File: config.mk
export PLATFORM = sky130hd
export DESIGN_NAME = aes_status_regs
export DESIGN_NICKNAME = d
export VERILOG_FILES = /design/src/rtl/aes_regs_pkg.sv /design/src/rtl/aes_status_regs.sv
export VERILOG_INCLUDE_DIRS = /design/src /design/src/rtl
export SDC_FILE = /design/constraint.sdc
export NUM_CORES = 1
export LEC_CHECK = 0
export BUFFER_PORTS_ARGS = -buffer_cell sky130_fd_sc_hd__buf_2
export CORE_AREA = 2 2 243 245
export DETAILED_ROUTE_END_ITERATION = 8
export DIE_AREA = 0 0 245 247
export HOLD_SLACK_MARGIN = 0.12
export PLACE_DENSITY_LB_ADDON = 0.08
export RECOVER_POWER = 50
export SETUP_SLACK_MARGIN = 0.15
export SLEW_MARGIN = 0
export SYNTH_ARGS = -nofsm -noshare
export SYNTH_HDL_FRONTEND = slang
export SYNTH_SLANG_ARGS = --single-unit
File: constraint.sdc
create_clock -name pclk -period 3 [get_ports pclk]
set_input_delay 0.6 -clock pclk [delete_from_list [all_inputs] [get_ports pclk]]
set_output_delay 0.6 -clock pclk [all_outputs]
set_load 0.02 [all_outputs]
File: src/rtl/aes_regs_defs.svh
`ifndef AES_REGS_DEFS_SVH
`define AES_REGS_DEFS_SVH
// Byte offsets on the register bus
`define OFS_CTRL 8'h00
`define OFS_MODE 8'h04
`define OFS_IEN 8'h10
`define OFS_IDIS 8'h14
`define OFS_IMASK 8'h18
`define OFS_ISTAT 8'h1C
`define OFS_KEY 8'h20
`define OFS_IDATA 8'h40
`define OFS_ODATA 8'h50
`define OFS_IV 8'h60
`define OFS_RCNT 8'h84
`define OFS_RNCNT 8'h88
`define OFS_TCNT 8'h8C
`define OFS_TNCNT 8'h90
// Control register bits
`define CTRL_START 0
`define CTRL_SOFT_RESET_CMD 8
// Mode register fields
`define MODE_SMOD 8
`define MODE_LOD 15
`define MODE_RESET 32'h0000_0000
// Start mode codes
`define SMOD_MANUAL 2'h0
`define SMOD_AUTO 2'h1
`define SMOD_DMA 2'h2
// Status and mask bit positions
`define ST_RDY 0
`define ST_RX_TRANSFER_END_FLAG 1
`define ST_TX_TRANSFER_END_FLAG 2
`define ST_RXFULL 3
`define ST_TXEMPTY 4
`define ST_ILL 8
`define ST_KIND 12
`define IRQ_BITS 32'h0000_011F
`define CNT_RESET 16'h0000
`endif

File: src/rtl/aes_regs_pkg.sv
package aes_regs_pkg;
  // Illegal access codes
  typedef enum logic [2:0] {
    ILL_IN_DMA = 3'h0,
    ILL_OUT_BUSY = 3'h1,
    ILL_MODE_BUSY = 3'h2,
    ILL_OUT_SUBKEY = 3'h3,
    ILL_MODE_SUBKEY = 3'h4,
    ILL_WO_READ = 3'h5
  } ill_kind_t;
  // Four words, word one in the top slot
  typedef logic [0:3][31:0] block_t;
  // Status from the cipher core
  typedef struct packed {
    logic busy;
    logic subkey;
    logic done;
  } core_status_t;
  // Commands to the cipher core
  typedef struct packed {
    logic start;
    logic flush;
    logic [31:0] mode;
  } core_ctrl_t;
endpackage

File: src/rtl/aes_status_regs.sv
`timescale 1ns/1ns
`include "aes_regs_defs.svh"
// Overview of operation
// Mask register reads back enabled sources
// Core completion sets result valid flag
// Start or soft reset clears result valid
// Last output 0: output read clears it; in DMA mode an output read leaves it set and the block start clears it instead
// Last output 1: input write clears it; in DMA mode an input write leaves it set and the block start clears it instead
// Rx count reaching zero sets rx end
// Tx count reaching zero sets tx end
// Rx full when both rx counts zero
// Tx empty when both tx counts zero
// Illegal access flag sticky until soft reset
// Three bit code classifies illegal access
// Kind holds latest code, soft reset clears
// Key is four words, word one first
// Key words never read back
// Input block is four words, one first
// Input words never read back
// Result in four read only words
// Init vector four words, word one first
// Software writes vector only where needed
// Interrupt when a flag and mask meet
module aes_status_regs #(
  parameter int CNT_W = 16
) (
  input wire logic pclk,
  input wire logic presetn,
  input wire logic ce,
  input wire logic psel,
  input wire logic penable,
  input wire logic pwrite,
  input wire logic [7:0] paddr,
  input wire logic [31:0] pwdata,
  output logic [31:0] prdata,
  output logic pready,
  output logic pslverr,
  input wire logic rx_dma_step,
  input wire logic tx_dma_step,
  input wire aes_regs_pkg::core_status_t core_st,
  input wire aes_regs_pkg::block_t core_result,
  output aes_regs_pkg::core_ctrl_t core_ctl,
  output aes_regs_pkg::block_t key_block,
  output aes_regs_pkg::block_t data_block,
  output aes_regs_pkg::block_t iv_block,
  output logic irq
);
  import aes_regs_pkg::*;

  // Window match on the upper address nibble
  function automatic logic hit(input logic [7:0] a, input logic [7:0] base);
    hit = (a[7:4] == base[7:4]);
  endfunction

  // Registers that software may only write
  function automatic logic is_wo(input logic [7:0] a);
    is_wo = (a == `OFS_CTRL) || (a == `OFS_IEN) || (a == `OFS_IDIS)
      || hit(a, `OFS_KEY) || hit(a, `OFS_IDATA) || hit(a, `OFS_IV);
  endfunction

  // Any decoded register
  function automatic logic mapped(input logic [7:0] a);
    mapped = is_wo(a) || (a == `OFS_MODE) || (a == `OFS_IMASK)
      || (a == `OFS_ISTAT) || hit(a, `OFS_ODATA)
      || (a == `OFS_RCNT) || (a == `OFS_RNCNT)
      || (a == `OFS_TCNT) || (a == `OFS_TNCNT);
  endfunction

  logic [31:0] mode; // Mode register
  logic [31:0] next_mode;
  logic [31:0] imask; // Enabled sources
  logic [31:0] next_imask;
  logic rdy; // Result valid flag
  logic next_rdy;
  logic rx_end; // Rx transfer end
  logic next_rx_end;
  logic tx_end; // Tx transfer end
  logic next_tx_end;
  logic ill; // Illegal access seen
  logic next_ill;
  logic [2:0] kind; // Latest illegal kind
  logic [2:0] next_kind;
  logic [CNT_W-1:0] rcnt; // Rx count
  logic [CNT_W-1:0] next_rcnt;
  logic [CNT_W-1:0] rncnt; // Rx next count
  logic [CNT_W-1:0] next_rncnt;
  logic [CNT_W-1:0] tcnt; // Tx count
  logic [CNT_W-1:0] next_tcnt;
  logic [CNT_W-1:0] tncnt; // Tx next count
  logic [CNT_W-1:0] next_tncnt;
  logic [3:0] in_seen; // Input words written
  logic [3:0] next_in_seen;
  block_t out_w; // Result words
  block_t next_out_w;
  block_t next_key;
  block_t next_data;
  block_t next_iv;
  core_ctrl_t next_ctl;
  logic [31:0] next_prdata;
  logic next_pready;
  logic next_pslverr;
  logic next_irq;
  logic [31:0] status; // Composed status word
  logic acc; // Access completes this edge
  logic wr; // Write completes
  logic rd; // Read completes
  logic [1:0] idx; // Word within a window
  logic dma; // DMA start mode
  logic last_output_mode; // Last output mode
  logic bad; // Illegal access this edge
  ill_kind_t bad_kind; // Its code

  // Status word from flags and counters
  // Buffer flags are pure decodes of the counters, no stored state
  always_comb begin
    status = 32'h0000_0000;
    status[`ST_RDY] = rdy;
    status[`ST_RX_TRANSFER_END_FLAG] = rx_end;
    status[`ST_TX_TRANSFER_END_FLAG] = tx_end;
    status[`ST_RXFULL] = (rcnt == '0) && (rncnt == '0);
    status[`ST_TXEMPTY] = (tcnt == '0) && (tncnt == '0);
    status[`ST_ILL] = ill;
    status[`ST_KIND +: 3] = kind;
  end

  // Next values of all register state
  always_comb begin
    next_mode = mode;
    next_imask = imask;
    next_rdy = rdy;
    next_rx_end = rx_end;
    next_tx_end = tx_end;
    next_ill = ill;
    next_kind = kind;
    next_rcnt = rcnt;
    next_rncnt = rncnt;
    next_tcnt = tcnt;
    next_tncnt = tncnt;
    next_in_seen = in_seen;
    next_out_w = out_w;
    next_key = key_block;
    next_data = data_block;
    next_iv = iv_block;
    next_ctl = core_ctl;
    next_ctl.start = 1'b0;
    next_ctl.flush = 1'b0;
    next_prdata = prdata;
    next_pslverr = 1'b0;
    acc = psel && penable && pready;
    wr = acc && pwrite;
    rd = acc && !pwrite;
    idx = paddr[3:2];
    dma = (mode[`MODE_SMOD +: 2] == `SMOD_DMA);
    last_output_mode = mode[`MODE_LOD];
    bad = 1'b0;
    bad_kind = ILL_WO_READ;
    // One wait state, then answer
    next_pready = psel && penable && !pready;

    // Read data latched with pready
    if (psel && penable && !pready) begin
      next_pslverr = !mapped(paddr);
      next_prdata = 32'h0000_0000; // Write only reads as zero
      if (paddr == `OFS_MODE) begin
        next_prdata = mode;
      end else if (paddr == `OFS_IMASK) begin
        next_prdata = imask;
      end else if (paddr == `OFS_ISTAT) begin
        next_prdata = status;
      end else if (hit(paddr, `OFS_ODATA)) begin
        next_prdata = out_w[idx];
      end else if (paddr == `OFS_RCNT) begin
        next_prdata = 32'(rcnt);
      end else if (paddr == `OFS_RNCNT) begin
        next_prdata = 32'(rncnt);
      end else if (paddr == `OFS_TCNT) begin
        next_prdata = 32'(tcnt);
      end else if (paddr == `OFS_TNCNT) begin
        next_prdata = 32'(tncnt);
      end
    end

    // Classify illegal accesses
    // Later checks override earlier ones: a write-only read ranks first
    if (wr && hit(paddr, `OFS_IDATA) && dma && core_st.busy) begin
      bad = 1'b1;
      bad_kind = ILL_IN_DMA;
    end
    if (rd && hit(paddr, `OFS_ODATA)) begin
      if (core_st.subkey) begin
        bad = 1'b1;
        bad_kind = ILL_OUT_SUBKEY;
      end else if (core_st.busy) begin
        bad = 1'b1;
        bad_kind = ILL_OUT_BUSY;
      end
    end
    if (wr && paddr == `OFS_MODE) begin
      if (core_st.subkey) begin
        bad = 1'b1;
        bad_kind = ILL_MODE_SUBKEY;
      end else if (core_st.busy) begin
        bad = 1'b1;
        bad_kind = ILL_MODE_BUSY;
      end
    end
    if (rd && is_wo(paddr)) begin
      bad = 1'b1;
      bad_kind = ILL_WO_READ;
    end

    // Register writes
    if (wr) begin
      if (paddr == `OFS_MODE) begin
        next_mode = pwdata;
      end else if (paddr == `OFS_IEN) begin
        next_imask = imask | (pwdata & `IRQ_BITS);
      end else if (paddr == `OFS_IDIS) begin
        next_imask = imask & ~pwdata;
      end else if (hit(paddr, `OFS_KEY)) begin
        next_key[idx] = pwdata;
      end else if (hit(paddr, `OFS_IV)) begin
        next_iv[idx] = pwdata;
      end else if (hit(paddr, `OFS_IDATA)) begin
        next_data[idx] = pwdata;
        next_in_seen[idx] = 1'b1;
        if (last_output_mode && !dma) begin
          next_rdy = 1'b0;
        end
      end else if (paddr == `OFS_RCNT) begin
        next_rcnt = pwdata[CNT_W-1:0];
        next_rx_end = 1'b0;
      end else if (paddr == `OFS_RNCNT) begin
        next_rncnt = pwdata[CNT_W-1:0];
        next_rx_end = 1'b0;
      end else if (paddr == `OFS_TCNT) begin
        next_tcnt = pwdata[CNT_W-1:0];
        next_tx_end = 1'b0;
      end else if (paddr == `OFS_TNCNT) begin
        next_tncnt = pwdata[CNT_W-1:0];
        next_tx_end = 1'b0;
      end else if (paddr == `OFS_CTRL) begin
        if (pwdata[`CTRL_START]) begin
          next_rdy = 1'b0;
          // Only manual mode starts from here
          next_ctl.start = (mode[`MODE_SMOD +: 2] == `SMOD_MANUAL);
        end
      end
    end

    // Output read clears in manual and auto when last output is 0
    if (rd && hit(paddr, `OFS_ODATA) && !last_output_mode && !dma) begin
      next_rdy = 1'b0;
    end

    // Auto and DMA start on a full input block
    if (!(mode[`MODE_SMOD +: 2] == `SMOD_MANUAL) && (&next_in_seen)) begin
      next_ctl.start = 1'b1;
      next_in_seen = 4'h0;
      if (dma) begin
        next_rdy = 1'b0;
      end
    end else if (next_ctl.start) begin
      next_in_seen = 4'h0;
    end

    // DMA channels step their counters
    // A step beats a counter write in the same cycle, so software
    // should not rewrite a counter while its channel is still moving
    if (rx_dma_step && rcnt != '0) begin
      next_rcnt = rcnt - 1'b1;
      if (rcnt == CNT_W'(1)) begin
        next_rx_end = 1'b1;
      end
    end else if (rcnt == '0 && rncnt != '0) begin
      // Reload from the next count
      next_rcnt = rncnt;
      next_rncnt = '0;
    end
    if (tx_dma_step && tcnt != '0) begin
      next_tcnt = tcnt - 1'b1;
      if (tcnt == CNT_W'(1)) begin
        next_tx_end = 1'b1;
      end
    end else if (tcnt == '0 && tncnt != '0) begin
      next_tcnt = tncnt;
      next_tncnt = '0;
    end

    // Soft reset clears the interface state
    if (wr && paddr == `OFS_CTRL && pwdata[`CTRL_SOFT_RESET_CMD]) begin
      next_ctl.flush = 1'b1;
      next_ctl.start = 1'b0;
      next_rdy = 1'b0;
      next_ill = 1'b0;
      next_kind = 3'h0;
      next_mode = `MODE_RESET;
      next_imask = 32'h0000_0000;
      next_in_seen = 4'h0;
      // A step that ends a buffer in this cycle still wins
      next_rx_end = rx_dma_step && (rcnt == CNT_W'(1));
      next_tx_end = tx_dma_step && (tcnt == CNT_W'(1));
    end

    // Illegal access is sticky, last kind kept
    if (bad) begin
      next_ill = 1'b1;
      next_kind = bad_kind;
    end

    // Completion wins over any clear
    if (core_st.done) begin
      next_rdy = 1'b1;
      next_out_w = core_result;
    end

    next_ctl.mode = next_mode;
    // Interrupt from flags under mask
    next_irq = |(status & imask);
  end

  // Register stage, frozen while ce is low
  always_ff @(posedge pclk or negedge presetn) begin
    if (!presetn) begin
      mode <= `MODE_RESET;
      imask <= 32'h0000_0000;
      rdy <= 1'b0;
      rx_end <= 1'b0;
      tx_end <= 1'b0;
      ill <= 1'b0;
      kind <= 3'h0;
      rcnt <= `CNT_RESET;
      rncnt <= `CNT_RESET;
      tcnt <= `CNT_RESET;
      tncnt <= `CNT_RESET;
      in_seen <= 4'h0;
      out_w <= '0;
      key_block <= '0;
      data_block <= '0;
      iv_block <= '0;
      core_ctl <= '0;
      prdata <= 32'h0000_0000;
      pready <= 1'b0;
      pslverr <= 1'b0;
      irq <= 1'b0;
    end else if (ce) begin
      mode <= next_mode;
      imask <= next_imask;
      rdy <= next_rdy;
      rx_end <= next_rx_end;
      tx_end <= next_tx_end;
      ill <= next_ill;
      kind <= next_kind;
      rcnt <= next_rcnt;
      rncnt <= next_rncnt;
      tcnt <= next_tcnt;
      tncnt <= next_tncnt;
      in_seen <= next_in_seen;
      out_w <= next_out_w;
      key_block <= next_key;
      data_block <= next_data;
      iv_block <= next_iv;
      core_ctl <= next_ctl;
      prdata <= next_prdata;
      pready <= next_pready;
      pslverr <= next_pslverr;
      irq <= next_irq;
    end
  end
endmodule // aes_status_regs

Word-level counts from Yosys, hierarchy flattened:

Index checks and enable logic that the tools add are counted.

* word-level logic and storage cells: 321
* bits in writable memories: 0
* memories kept: 0
* register bits: 688
* latch bits: 0
* bits in read-only memories: 0

* div/mod/pow operators: 0
* shift operators: 0
* order comparisons: 4
* $add $sub $neg: 2
* $mul: 0
* bitwise operators: 11
* muxes and demuxes: 163
* equal/unequal tests: 31
* reduce and logical (&&, ||, !) cells: 76

Operator list (number)
* 16-bit 2-to-1 mux: 50
* 32-bit 2-to-1 mux: 15
* 128-bit bitwise mux: 3
* 1-bit 2-to-1 mux: 71
* 32-bit binary-select mux with 2-bit select: 1
* 32-bit demux with 2-bit select: 1
* 16-bit zero test: 4
* 16-bit nonzero test: 4
* 3-bit by 1-bit != test with 1-bit output (second input constant): 14
* 4-bit 2-to-1 mux: 10
* 15-bit by 32-bit bitwise AND with 32-bit output: 1
* 32-bit bitwise AND: 1
* 16-bit by 1-bit == test with 1-bit output (second input constant): 2
* 8-bit by 5-bit == test with 1-bit output (second input constant): 4
* 8-bit == test (second input constant): 4
* 32-bit NOT: 1
* 32-bit by 9-bit OR with 32-bit output: 1
* 32-bit OR reduction: 1
* 16-bit by 1-bit subtractor with 16-bit output (second input constant): 2
* 3-bit 2-to-1 mux: 10
* 1-bit logical AND: 27
* 3-bit nonzero test: 5
* 1-bit logical OR: 13
* 4-bit by 3-bit == test with 1-bit output (second input constant): 3
* other kinds (25): 39

Longest topological paths before layout:

* depth after elaboration: 18
* depth in mapped cells: 9
* depth with buffers taken out: 7

Worst setup path before layout:

No wires, ideal clock.

* path type: in2reg
* start: in ce
* end: reg key_block[8] (netlist name)
* arrival time: 2236 ps
* cell stages on the path: 8
* data required time: 2872 ps
* slack: 636 ps
* buffers on the path: 3
* cells stage by stage: buf_2 -> and4_1 -> and2_1 -> buf_2 -> nand4b_2 -> nor2_2 -> buf_2 -> mux2_1

* word-level cells in the longest chain between the ends: 1

RTL lines
* from (decl): RTL line aes_status_regs.sv:29 `input wire logic ce,`
* 6-bit AND reduction (no source line)
* to (signal assigned): RTL line aes_status_regs.sv:360 `key_block <= next_key;`
* to (decl): RTL line aes_status_regs.sv:43 `output aes_regs_pkg::block_t key_block,`

Every way passes these cells.
A chain may end at the register's enable or synchronous reset.

==> impl_results.md <==
- Status: finished, violations left
- Failing checks: capacitance limit, slew limit
- Antenna cells: 0
- CORE AREA: 58200 um^2
- Vias in the first global route: 22853
- Initial core utilization: 51.2%
- Hold Path Class: input port to flop
- Setup Slack @ Placement: 0.0787 ns
- Syn_nets: 2421
- Startpoint Class: input port
- Max clock buf depth: 3
- Largest cells by area after synthesis: dfrtp_1, mux2_1, mux2_2
- # H-tree levels: 3
- Final Setup Violations: 0
- Achievable Freq: 0.376 GHz
- Worst vdd ir: 0.463 mV
- Number of buffers added on ports: 631
- Row cnt: 89
- First-pass GRT wire length: 155000 um
- Fin Setup TNS: 0 ns
- Filler cell count: 4635
- Post-DR vias/cell: 6.05
- Initial antenna violation count: 2
- Slew Viols, Final: 53
- Critical Path Slowest Stage Cell: clkbuf_2
- Vias: 22376
- Yosys cell types: 82
- CP Max Fanout: 60
- Cell Area, Synth: 29800 um^2
- Crit path DAT: 3.32 ns
- Fin cells: 3698
- Min Tclk post-route: 2.66 ns
- Post-synthesis mux area share: 22.6%
- Num CTS Buffers: 72
- Worst EP required: 3.66 ns
- Simple-gate area share of the yosys netlist: 7.12%
- Ys flop type: dfrtp_1
- Skew final: 0.0202 ns
- Layout Utilization: 62.7%
- Pin count of the biggest net entering global routing: 92
- Clock latency at the later pin of the worst-skew pair: 0.62 ns
- Storage element area: 17200 um^2
- RD Place Congestion: 0.931
- TritonRoute pass-1 iters: 8
- Critical path's largest stage delay: 1.17 ns
- Post-synth ARST share: 100%
- Clk slew on worst S/H paths: 0.06 ns
- Post-synth EDFFs: 0
- CTS tree: built
- Seq/Total Area, Yosys: 57.8%
- GRT overflow: 0
- Post-synthesis xor/xnor area fraction: 0.0588%
- Die Y: 247 um
- #FFs+latches synth: 688
- Largest family of logic cells by synthesized area: multiplexers
- Root buf cell: clkbuf_16
- Synth Area in Adders: 0.168%
- Multi-input gate area: 11700 um^2
- CP Class: input port to asynchronous set/reset pin
- Final hold slack: 0.207 ns
- Ys Warns: 0
- Leak Pwr: 18.7 nW
- DP HPWL: 74500 um
- Mapped Cells: 2238
- Die width: 245 um
- Post-CTS setup buffers: 0
- ANT nets after route: 0
- Post-route setup slack: 0.337 ns
- Final period util: 88.8%
- Max-cap viol count: 1
- Layout net count: 3053
- Endpoint class of the critical path: asynchronous set/reset pin
- Compound-cell area share of the yosys netlist: 9.23%
- Total track usage: 34.8%
- PD cells: 588 nW/um^2
- Synthesis-to-layout area growth: 22.5%
- Sink Count: 688
- # IOs: 632
- Placed insts: 3568
- RSZ-0062 raised after global routing: yes
- Most frequent cells in the layout: dfrtp_1, buf_2, mux2_1
- Full die area: 60500 um^2
- Final hold viol count: 0
- Share of layout cells above drive strength 1: 32.8%
- Post-DR wirelength/cell: 28.5 um
- Syn avg cell area: 13.3 um^2
- Worst slew pin tran: 1.65 ns
- Leading area contributor after synthesis: dfrtp_1
- Slew margin rel.: -9.85%
- Wirelength, routed: 105000 um
- Most common cell after layout, fill and taps aside: dfrtp_1
- CP Cell Sequence: dlygate4sd3_1 > clkbuf_2 > buf_12 > buf_4
- DRC: 0
- Drt first-iter violations: 1723
- Synth top area share: 57.8%
## stage by stage
stage	cell area, um^2	total power [mW]
after floorplan	29800	11.3
after global placement	34300	12.3
after detailed placement	34300	12.3
after CTS	36800	21.6
after global routing	36500	22.2
final	36500	21.5
## repair_timing
action | in CTS | in global routing
endpoints found under the setup margin | 0 | 2
hold endpoints to repair | 43 | 0
hold buffers | 1 | 0
gates resized for setup | 0 | 1
## state kept, by name, indices dropped and copies added (netlist names), 32 cells and up
| register | count |
|---|---|
| iv_block | 128 |
| data_block | 128 |
| key_block | 128 |
| imask | 32 |
| mode | 32 |
| prdata | 32 |
| out_w | 128 |
## layer usage
layer | GRT usage (%) | share of wire, % | up-vias
met5 | 0 | 0 | -
met4 | 13.1 | 4.0 | 0
met3 | 9.09 | 8.0 | 214
met2 | 58.2 | 49 | 983
met1 | 43.7 | 39 | 11648
li1 | - | - | 9531
## power by group
group	switching (mW)	total, mW	leakage [nW]	internal, mW
clock	3.83	9.33	1.24	5.50
combinational	1.23	2.08	8.23	0.848
sequential	0.359	10.1	9.22	9.71
total	5.41	21.5	18.7	16.1
## synthesized netlist by cell type, drive strengths merged (6+ instances only)
cell and count:
dfrtp 688, mux2 519, nand2 139, o21ai 122, clkbuf 105, buf 77
nor2 59, a22o 40, o221ai 32, and2 31, mux4 31, a21oi 30
nor3 30, o2bb2ai 26, inv 22, nand3 21, nor4 21, mux2i 18
a222oi 17, a221oi 16, nand4 15, o211ai 14, o22ai 14, a22oi 12
nand2b 9, or3 9, nor3b 8, nor4b 8, and4 7, o31ai 7
a211oi 6, a221o 6, nand4b 6
## final timing paths
| path | start | endpoint | slack (ns) | cells after the start |
|---|---|---|---|---|
| min reg2reg | iv_block[68]$_DFFE_PN0P_ | iv_block[68]$_DFFE_PN0P_ | 0.48 | 1 |
| min in group asynchronous | presetn | out_w[102]$_DFFE_PN0P_ | 0.95 | 2 |
| max in group pclk | tcnt[1]$_DFFE_PN0P_ | tcnt[5]$_DFFE_PN0P_ | 0.37 | 7 |
| max | presetn | key_block[24]$_DFFE_PN0P_ | 0.34 | 4 |
| min | core_result[79] | out_w[79]$_DFFE_PN0P_ | 0.21 | 2 |
| max reg2reg | tcnt[1]$_DFFE_PN0P_ | tcnt[5]$_DFFE_PN0P_ | 0.37 | 7 |
## logic make-up after synthesis
| group | after synthesis |
|---|---|
| adder cells (fa/ha/maj) | 4 |
| XOR/XNOR | 2 |
| AO/OA/AOI/OAI | 383 |
| AND/OR/NAND/NOR | 389 |
| multiplexers | 568 |
| flip-flops | 688 |
| buffers and inverters | 204 |
## cell type report
class	instances	area share, %
Timing Repair Buffer	740	11.0
Sequential cell	688	47.1
Multi-Input combinational cell	1346	32.2
Inverter	22	0.226
Clock inverter	22	0.778
Clock buffer	107	6.07
Tap cell	773	2.65
## worst max-delay path, delay by kind of cell
family | cells | cell delay, ns
buffers and inverters | 4 | 2.62
Note: power is estimated with default switching activity, not from simulation.
